`src/pci_defs.svh`:
```
`ifndef PCI_DEFS_SVH
`define PCI_DEFS_SVH

`define PCI_ADDR_W        4
`define PCI_OFF_A_RISE    4'h0
`define PCI_OFF_A_FALL    4'h1
`define PCI_OFF_A_FLAG    4'h2
`define PCI_OFF_B_RISE    4'h3
`define PCI_OFF_B_FALL    4'h4
`define PCI_OFF_B_FLAG    4'h5
`define PCI_OFF_CTRL      4'h6
`define PCI_OFF_STAT      4'h7
`define PCI_OFF_IRQ_STAT  4'h8
`define PCI_OFF_IRQ_MASK  4'h9
`define PCI_A_MASK        8'h3f
`define PCI_B_MASK        8'hf0
`define PCI_RESET_VAL     8'h00
`define PCI_CTRL_GEN_BIT  0
`define PCI_EV_A_BIT      0
`define PCI_EV_B_BIT      1
`define PCI_EV_W          2

`endif

```
`src/pci_pkg.sv`:
```
`include "pci_defs.svh"
package pci_pkg;
  typedef struct packed {
    logic [`PCI_ADDR_W-1:0] addr;
    logic [7:0]             wdata;
    logic                   wr;
    logic                   rd;
  } pci_bus_req_t;

  typedef struct packed {
    logic [7:0] rise;
    logic [7:0] fall;
    logic [7:0] flag;
  } pci_port_cfg_t;
endpackage

```
`src/pci_top.sv`:
```
// Added by the designer: strobed register access and the placing of the registers.
`timescale 1ns/1ps
`include "pci_defs.svh"
module pci_top (
  input  wire logic                 MCLK,
  input  wire logic                 RST_N,
  input  wire pci_pkg::pci_bus_req_t BUS_REQ,
  output logic [7:0]                RDATA,
  input  wire logic [7:0]           PORT_A_PIN,
  input  wire logic [7:0]           PORT_B_PIN,
  input  wire logic                 SLEEP,
  output logic                      CHANGE_IRQ,
  output logic                      WAKE,
  output logic                      CHANGE_IRQ_SUMMARY_FLAG,
  output logic                      IRQ
);
  import pci_pkg::*;

  logic [7:0]          sync1_a_ff, sync2_a_ff, prev_a_ff;
  logic [7:0]          sync1_b_ff, sync2_b_ff, prev_b_ff;
  logic [2:0]          primed_ff;
  pci_port_cfg_t       cfg_a_ff, cfg_b_ff;
  logic                gen_ff;
  logic [`PCI_EV_W-1:0] ev_stat_ff, ev_mask_ff;
  logic [7:0]          hit_a, hit_b;
  logic [7:0]          nxt_flag_a, nxt_flag_b;
  logic [`PCI_EV_W-1:0] nxt_ev_stat;
  logic [7:0]          nxt_rdata;
  logic                any_flag;

  // Two-stage synchronisers, then a third stage to compare against
  always_ff @(posedge MCLK or negedge RST_N) begin
    if (!RST_N) begin
      sync1_a_ff <= 8'h00;
      sync2_a_ff <= 8'h00;
      prev_a_ff  <= 8'h00;
      sync1_b_ff <= 8'h00;
      sync2_b_ff <= 8'h00;
      prev_b_ff  <= 8'h00;
      primed_ff  <= 3'h0;
    end else begin
      sync1_a_ff <= PORT_A_PIN;
      sync2_a_ff <= sync1_a_ff;
      prev_a_ff  <= sync2_a_ff;
      sync1_b_ff <= PORT_B_PIN;
      sync2_b_ff <= sync1_b_ff;
      prev_b_ff  <= sync2_b_ff;
      primed_ff  <= {primed_ff[1:0], 1'b1};
    end
  end

  // Edge qualification; the first three cycles after reset only fill the pipe
  always_comb begin
    hit_a = ((sync2_a_ff & ~prev_a_ff & cfg_a_ff.rise) |
             (~sync2_a_ff & prev_a_ff & cfg_a_ff.fall)) & `PCI_A_MASK;
    hit_b = ((sync2_b_ff & ~prev_b_ff & cfg_b_ff.rise) |
             (~sync2_b_ff & prev_b_ff & cfg_b_ff.fall)) & `PCI_B_MASK;
    if (!primed_ff[2]) begin
      hit_a = 8'h00;
      hit_b = 8'h00;
    end
  end

  // Flag write stores data, then any edge this cycle sets over it
  always_comb begin
    nxt_flag_a = cfg_a_ff.flag;
    nxt_flag_b = cfg_b_ff.flag;
    if (BUS_REQ.wr && BUS_REQ.addr == `PCI_OFF_A_FLAG) begin
      nxt_flag_a = BUS_REQ.wdata & `PCI_A_MASK;
    end
    if (BUS_REQ.wr && BUS_REQ.addr == `PCI_OFF_B_FLAG) begin
      nxt_flag_b = BUS_REQ.wdata & `PCI_B_MASK;
    end
    nxt_flag_a = nxt_flag_a | hit_a;
    nxt_flag_b = nxt_flag_b | hit_b;
  end

  // Flags, enable and control registers share one process: one struct, one driver
  always_ff @(posedge MCLK or negedge RST_N) begin
    if (!RST_N) begin
      cfg_a_ff.flag <= `PCI_RESET_VAL;
      cfg_b_ff.flag <= `PCI_RESET_VAL;
      cfg_a_ff.rise <= `PCI_RESET_VAL;
      cfg_a_ff.fall <= `PCI_RESET_VAL;
      cfg_b_ff.rise <= `PCI_RESET_VAL;
      cfg_b_ff.fall <= `PCI_RESET_VAL;
      gen_ff        <= 1'b0;
      ev_mask_ff    <= '0;
    end else begin
      cfg_a_ff.flag <= nxt_flag_a;
      cfg_b_ff.flag <= nxt_flag_b;
      if (BUS_REQ.wr) begin
      if (BUS_REQ.addr == `PCI_OFF_A_RISE) begin
        cfg_a_ff.rise <= BUS_REQ.wdata & `PCI_A_MASK;
      end else if (BUS_REQ.addr == `PCI_OFF_A_FALL) begin
        cfg_a_ff.fall <= BUS_REQ.wdata & `PCI_A_MASK;
      end else if (BUS_REQ.addr == `PCI_OFF_B_RISE) begin
        cfg_b_ff.rise <= BUS_REQ.wdata & `PCI_B_MASK;
      end else if (BUS_REQ.addr == `PCI_OFF_B_FALL) begin
        cfg_b_ff.fall <= BUS_REQ.wdata & `PCI_B_MASK;
      end else if (BUS_REQ.addr == `PCI_OFF_CTRL) begin
        gen_ff <= BUS_REQ.wdata[`PCI_CTRL_GEN_BIT];
      end else if (BUS_REQ.addr == `PCI_OFF_IRQ_MASK) begin
        ev_mask_ff <= BUS_REQ.wdata[`PCI_EV_W-1:0];
      end
      end
    end
  end

  // Sticky per-port event status, write one to clear, set wins
  always_comb begin
    nxt_ev_stat = ev_stat_ff;
    if (BUS_REQ.wr && BUS_REQ.addr == `PCI_OFF_IRQ_STAT) begin
      nxt_ev_stat = ev_stat_ff & ~BUS_REQ.wdata[`PCI_EV_W-1:0];
    end
    nxt_ev_stat[`PCI_EV_A_BIT] = nxt_ev_stat[`PCI_EV_A_BIT] | (|hit_a);
    nxt_ev_stat[`PCI_EV_B_BIT] = nxt_ev_stat[`PCI_EV_B_BIT] | (|hit_b);
  end

  always_ff @(posedge MCLK or negedge RST_N) begin
    if (!RST_N) begin
      ev_stat_ff <= '0;
    end else begin
      ev_stat_ff <= nxt_ev_stat;
    end
  end

  assign any_flag = (|nxt_flag_a) | (|nxt_flag_b);

  // Outputs, all registered, computed from next state so they track flags
  always_ff @(posedge MCLK or negedge RST_N) begin
    if (!RST_N) begin
      CHANGE_IRQ_SUMMARY_FLAG <= 1'b0;
      CHANGE_IRQ              <= 1'b0;
      WAKE                    <= 1'b0;
      IRQ                     <= 1'b0;
    end else begin
      CHANGE_IRQ_SUMMARY_FLAG <= any_flag;
      CHANGE_IRQ              <= any_flag & gen_ff;
      WAKE                    <= any_flag & gen_ff & SLEEP;
      IRQ                     <= |(nxt_ev_stat & ev_mask_ff);
    end
  end

  // Read port, data one cycle after the strobe, unmapped reads zero
  always_comb begin
    nxt_rdata = 8'h00;
    if (BUS_REQ.addr == `PCI_OFF_A_RISE) begin
      nxt_rdata = cfg_a_ff.rise;
    end else if (BUS_REQ.addr == `PCI_OFF_A_FALL) begin
      nxt_rdata = cfg_a_ff.fall;
    end else if (BUS_REQ.addr == `PCI_OFF_A_FLAG) begin
      nxt_rdata = cfg_a_ff.flag;
    end else if (BUS_REQ.addr == `PCI_OFF_B_RISE) begin
      nxt_rdata = cfg_b_ff.rise;
    end else if (BUS_REQ.addr == `PCI_OFF_B_FALL) begin
      nxt_rdata = cfg_b_ff.fall;
    end else if (BUS_REQ.addr == `PCI_OFF_B_FLAG) begin
      nxt_rdata = cfg_b_ff.flag;
    end else if (BUS_REQ.addr == `PCI_OFF_CTRL) begin
      nxt_rdata = {7'h00, gen_ff};
    end else if (BUS_REQ.addr == `PCI_OFF_STAT) begin
      nxt_rdata = {7'h00, (|cfg_a_ff.flag) | (|cfg_b_ff.flag)};
    end else if (BUS_REQ.addr == `PCI_OFF_IRQ_STAT) begin
      nxt_rdata = {6'h00, ev_stat_ff};
    end else if (BUS_REQ.addr == `PCI_OFF_IRQ_MASK) begin
      nxt_rdata = {6'h00, ev_mask_ff};
    end
    if (!BUS_REQ.rd) begin
      nxt_rdata = 8'h00;
    end
  end

  always_ff @(posedge MCLK or negedge RST_N) begin
    if (!RST_N) begin
      RDATA <= 8'h00;
    end else begin
      RDATA <= nxt_rdata;
    end
  end
endmodule // pci_top

```
`config.mk`:
```
export PLATFORM = sky130hd
export DESIGN_NAME = pci_top
export DESIGN_NICKNAME = d
export VERILOG_FILES = /design/src/pci_pkg.sv /design/src/pci_top.sv
export VERILOG_INCLUDE_DIRS = /design/src
export SDC_FILE = /design/constraint.sdc
export NUM_CORES = 1
export LEC_CHECK = 0
export ABC_AREA = 1
export BUFFER_PORTS_ARGS = -buffer_cell sky130_fd_sc_hd__buf_2
export CAP_MARGIN = 20
export CELL_PAD_IN_SITES_DETAIL_PLACEMENT = 1
export CELL_PAD_IN_SITES_GLOBAL_PLACEMENT = 2
export CORE_ASPECT_RATIO = 1.75
export CORE_MARGIN = 3
export CORE_UTILIZATION = 31
export DETAILED_ROUTE_END_ITERATION = 6
export HOLD_SLACK_MARGIN = 0.06
export MAX_ROUTING_LAYER = met4
export PLACE_DENSITY_LB_ADDON = 0.08
export SYNTH_ARGS = -nofsm -noshare
export SYNTH_HDL_FRONTEND = slang
export SYNTH_SLANG_ARGS = --single-unit
```
`constraint.sdc`:
```
create_clock -name MCLK -period 1.5 [get_ports MCLK]
set_clock_uncertainty 0.15 [all_clocks]
set_input_delay 0.075 -clock MCLK [delete_from_list [all_inputs] [get_ports MCLK]]
set_output_delay 0.075 -clock MCLK [all_outputs]
set_load 0.01 [all_outputs]
```
==> results by group <==
Floorplan
  – Std cell rows: 51
  – Die area: 0.0132 mm^2
  – Starting Density: 0.323
  – Core area: 0.0113 mm^2
  – I/O pins: 45
  – Chip width: 88.1 um
  – Die Height: 150 um

Synth
  – Synth area leaders: dfrtp_1 (59%), nand2_1 (12%), inv_1 (6.4%)
  – Mapped Cells: 417
  – Yosys Warn Count: 0
  – Post-Syn Area: 0.00365 mm^2
  – Count leader, synth: nand2_1
  – Flops & latches, synth: 86
  – Seq/Total Area, Yosys: 0.589
  – Top cell type's share of synthesized area: 0.589
  – Main synth FF type: dfrtp_1
  – Synth async-reset ratio: 1.00
  – Synth top cells by count: nand2_1 (112), dfrtp_1 (86), inv_1 (62), nand3_1 (34), o21ai_0 (29)
  – Synth Net Count: 450
  – Post-synth EDFFs: 0
  – Area leader, netlist: dfrtp_1
  – Avg Cell Area, Syn: 8.76 um^2
  – Distinct cells, synth: 24

Run
  – Max cap viols: 0

Worst setup path
  – CP max stage delay: 430 ps
  – Startpoint types: register
  – Crit Path Class: register to register
  – Family with the most delay on the worst path: simple AND/OR/NAND/NOR gates
  – Critical path endpoint category: register
  – WP data required: 1590 ps
  – Critical path fanouts, max: 3
  – CP max-delay cell: dfrtp_2
  – Worst EP arrival: 1610 ps
  – Crit-path cells: buf_12 > nand3_4 > nand2_2 > nor2_4 > nand2_2 > nor2_4 > nand3_2 > nand2_2 > nor2_1
  – CP bufs+invs: 1
  – Most frequent CP cell: nand2_2

Power
  – Pwr dens: 1240 mW/mm^2
  – Leak: 2.73 nW
  – Peak VDD IR: 0.834 mV

Routing
  – DR iter-0 viols: 83
  – WL final: 11500 um
  – DRT Pass-1 Iters: 4
  – Routed len/inst: 16.5 um
  – Post-route DRC: 0
  – Post-route ant nets: 0
  – Vias: 3242
  – Vias per cell: 4.66

Layout
  – Layout area overhead: 47.2%
  – Final Core Density: 0.476
  – Reg area: 0.00215 mm^2
  – Area occupied by multi-input gates: 0.00138 mm^2
  – Fill count: 1353
  – # diodes: 0
  – Final Net Count: 591
  – Share of cells above drive strength 1: 0.346

CTS
  – CTS tree: done
  – Clk_lat worst skew: 340 ps
  – TritonCTS buffer count: 9
  – Worst-path clk slew: 60 ps
  – Clk sinks: 86
  – Clk root buf: clkbuf_16
  – CTS H-tree depth: 3
  – Clk buf depth: 2

Run status
  – Status: finished, violations left
  – Failing checks: setup timing

GRT
  – Initial antenna violation count: 0
  – Largest net degree at the start of global routing: 38
  – Tot GR Track Use: 0.199
  – Gr ovfl total: 0
  – First-pass GRT wire length: 18900 um
  – Vias in the first global route: 3697

Place
  – GPL Wtd Cong: 0.818
  – PortBufs: 38
  – Dpl hpwl: 8820 um
  – Post-placement setup slack: -221 ps

STA
  – Final worst-path setup slack: -19.8 ps
  – RSZ-0062 raised after global routing: yes
  – Fin. Hold Viols: 0
  – Fmax: 658 MHz
  – Final setup TNS: -37.1 ps
  – Setup violations, final: 2
  – Final cycle utilization of the critical path: 1.01
  – Fin crit period: 1520 ps
  – Min Hold Slack: 51.9 ps
  – Pins Over Slew Limit: 0

Worst hold path
  – Class of the worst hold path: input pin to register
==> flip-flops by register name, summed over array words and instances, names as in the netlist, 3 cells and up <==
signal / cells
sync2_a_ff: 6
RDATA: 8
cfg_b_ff: 16
prev_a_ff: 6
prev_b_ff: 4
sync1_a_ff: 6
sync1_b_ff: 4
primed_ff: 3
cfg_a_ff: 20
sync2_b_ff: 4
==> report_power, final <==
| group | total [W] | internal [W] | switching, W | leakage (nW) |
|---|---|---|---|---|
| Combinational | 0.00117 | 0.000571 | 0.000598 | 1.52 |
| Sequential | 0.00273 | 0.00257 | 0.000157 | 1.03 |
| Clock | 0.00276 | 0.00180 | 0.000955 | 0.176 |
==> cells in the final DEF, fill, tap and decap left out, drive strengths merged <==
| master | n |
|---|---|
| o21ai | 33 |
| a221oi | 2 |
| nand3b | 4 |
| o211ai | 4 |
| bufinv | 4 |
| o221ai | 4 |
| nor2 | 36 |
| dlygate4sd3 | 24 |
| inv | 74 |
| dfrtp | 86 |
| buf | 111 |
| nand3 | 37 |
| nand4 | 7 |
| clkbuf | 9 |
| clkinv | 1 |
| nor3 | 1 |
| conb | 1 |
| o2111ai | 2 |
| a21oi | 8 |
| clkinvlp | 1 |
| nand2 | 114 |
==> through the flow <==
stage               std cells  power, W  area [um^2]
floorplan                 417   0.00317         3650
global placement          645   0.00373         4500
detailed placement        645   0.00376         4500
CTS                       692   0.00667         5250
global route              695   0.00701         5380
finish                    695   0.00666         5380
==> tightest hold or removal path, delay by kind of cell <==
| family | cells | cell delay, ps |
|---|---|---|
| AOI/OAI and AO/OA | 1 | 120 |
| buffers and inverters | 1 | 140 |
| and+or+nand+nor | 1 | 140 |
==> layout make-up <==
cell class,instances,area share
multi-input cells,253,0.256
well taps,132,0.0307
flip-flops and latches,86,0.401
inverters,73,0.0510
clock buffers,9,0.0419
repair buffers,135,0.192
clock inverters,7,0.0270
==> worst paths after layout <==
check	startpoint	endpoint	slack, ps	cells past startpoint
setup / recovery	primed_ff[2]	WAKE	-20	9
hold / removal	BUS_REQ[1]	cfg_a_ff[1]	50	3
setup reg to reg	primed_ff[2]	WAKE	-20	9
hold reg to reg	primed_ff[1]	primed_ff[2]	200	0
max in group asynchronous	RST_N	primed_ff[2]	610	3
min in group asynchronous	RST_N	cfg_b_ff[4]	60	2
==> logic make-up after synthesis <==
logic type	count (synthesis)	synth area share
AO/OA/AOI/OAI	53	0.0836
AND/OR/NAND/NOR	199	0.246
flip-flops	86	0.589
other	1	0.00103
buffers and inverters	78	0.0805
==> layer usage <==
layer	wire, um	vias to the layer above	global-route usage
met5	0	-	-
met4	247	0	0.0756
met3	279	15	0.0242
met2	6610	36	0.372
met1	4330	1599	0.207
li1	-	1592	-
==> timing repair <==
action,CTS,global route
endpoints found under the hold margin,136,0
resized for setup,24,31
pin swaps,12,18
hold buffers,24,0
endpoints found under the setup margin,5,5
gates cloned,0,0
buffers inserted,8,3
Power figures use the tool's default switching activity.
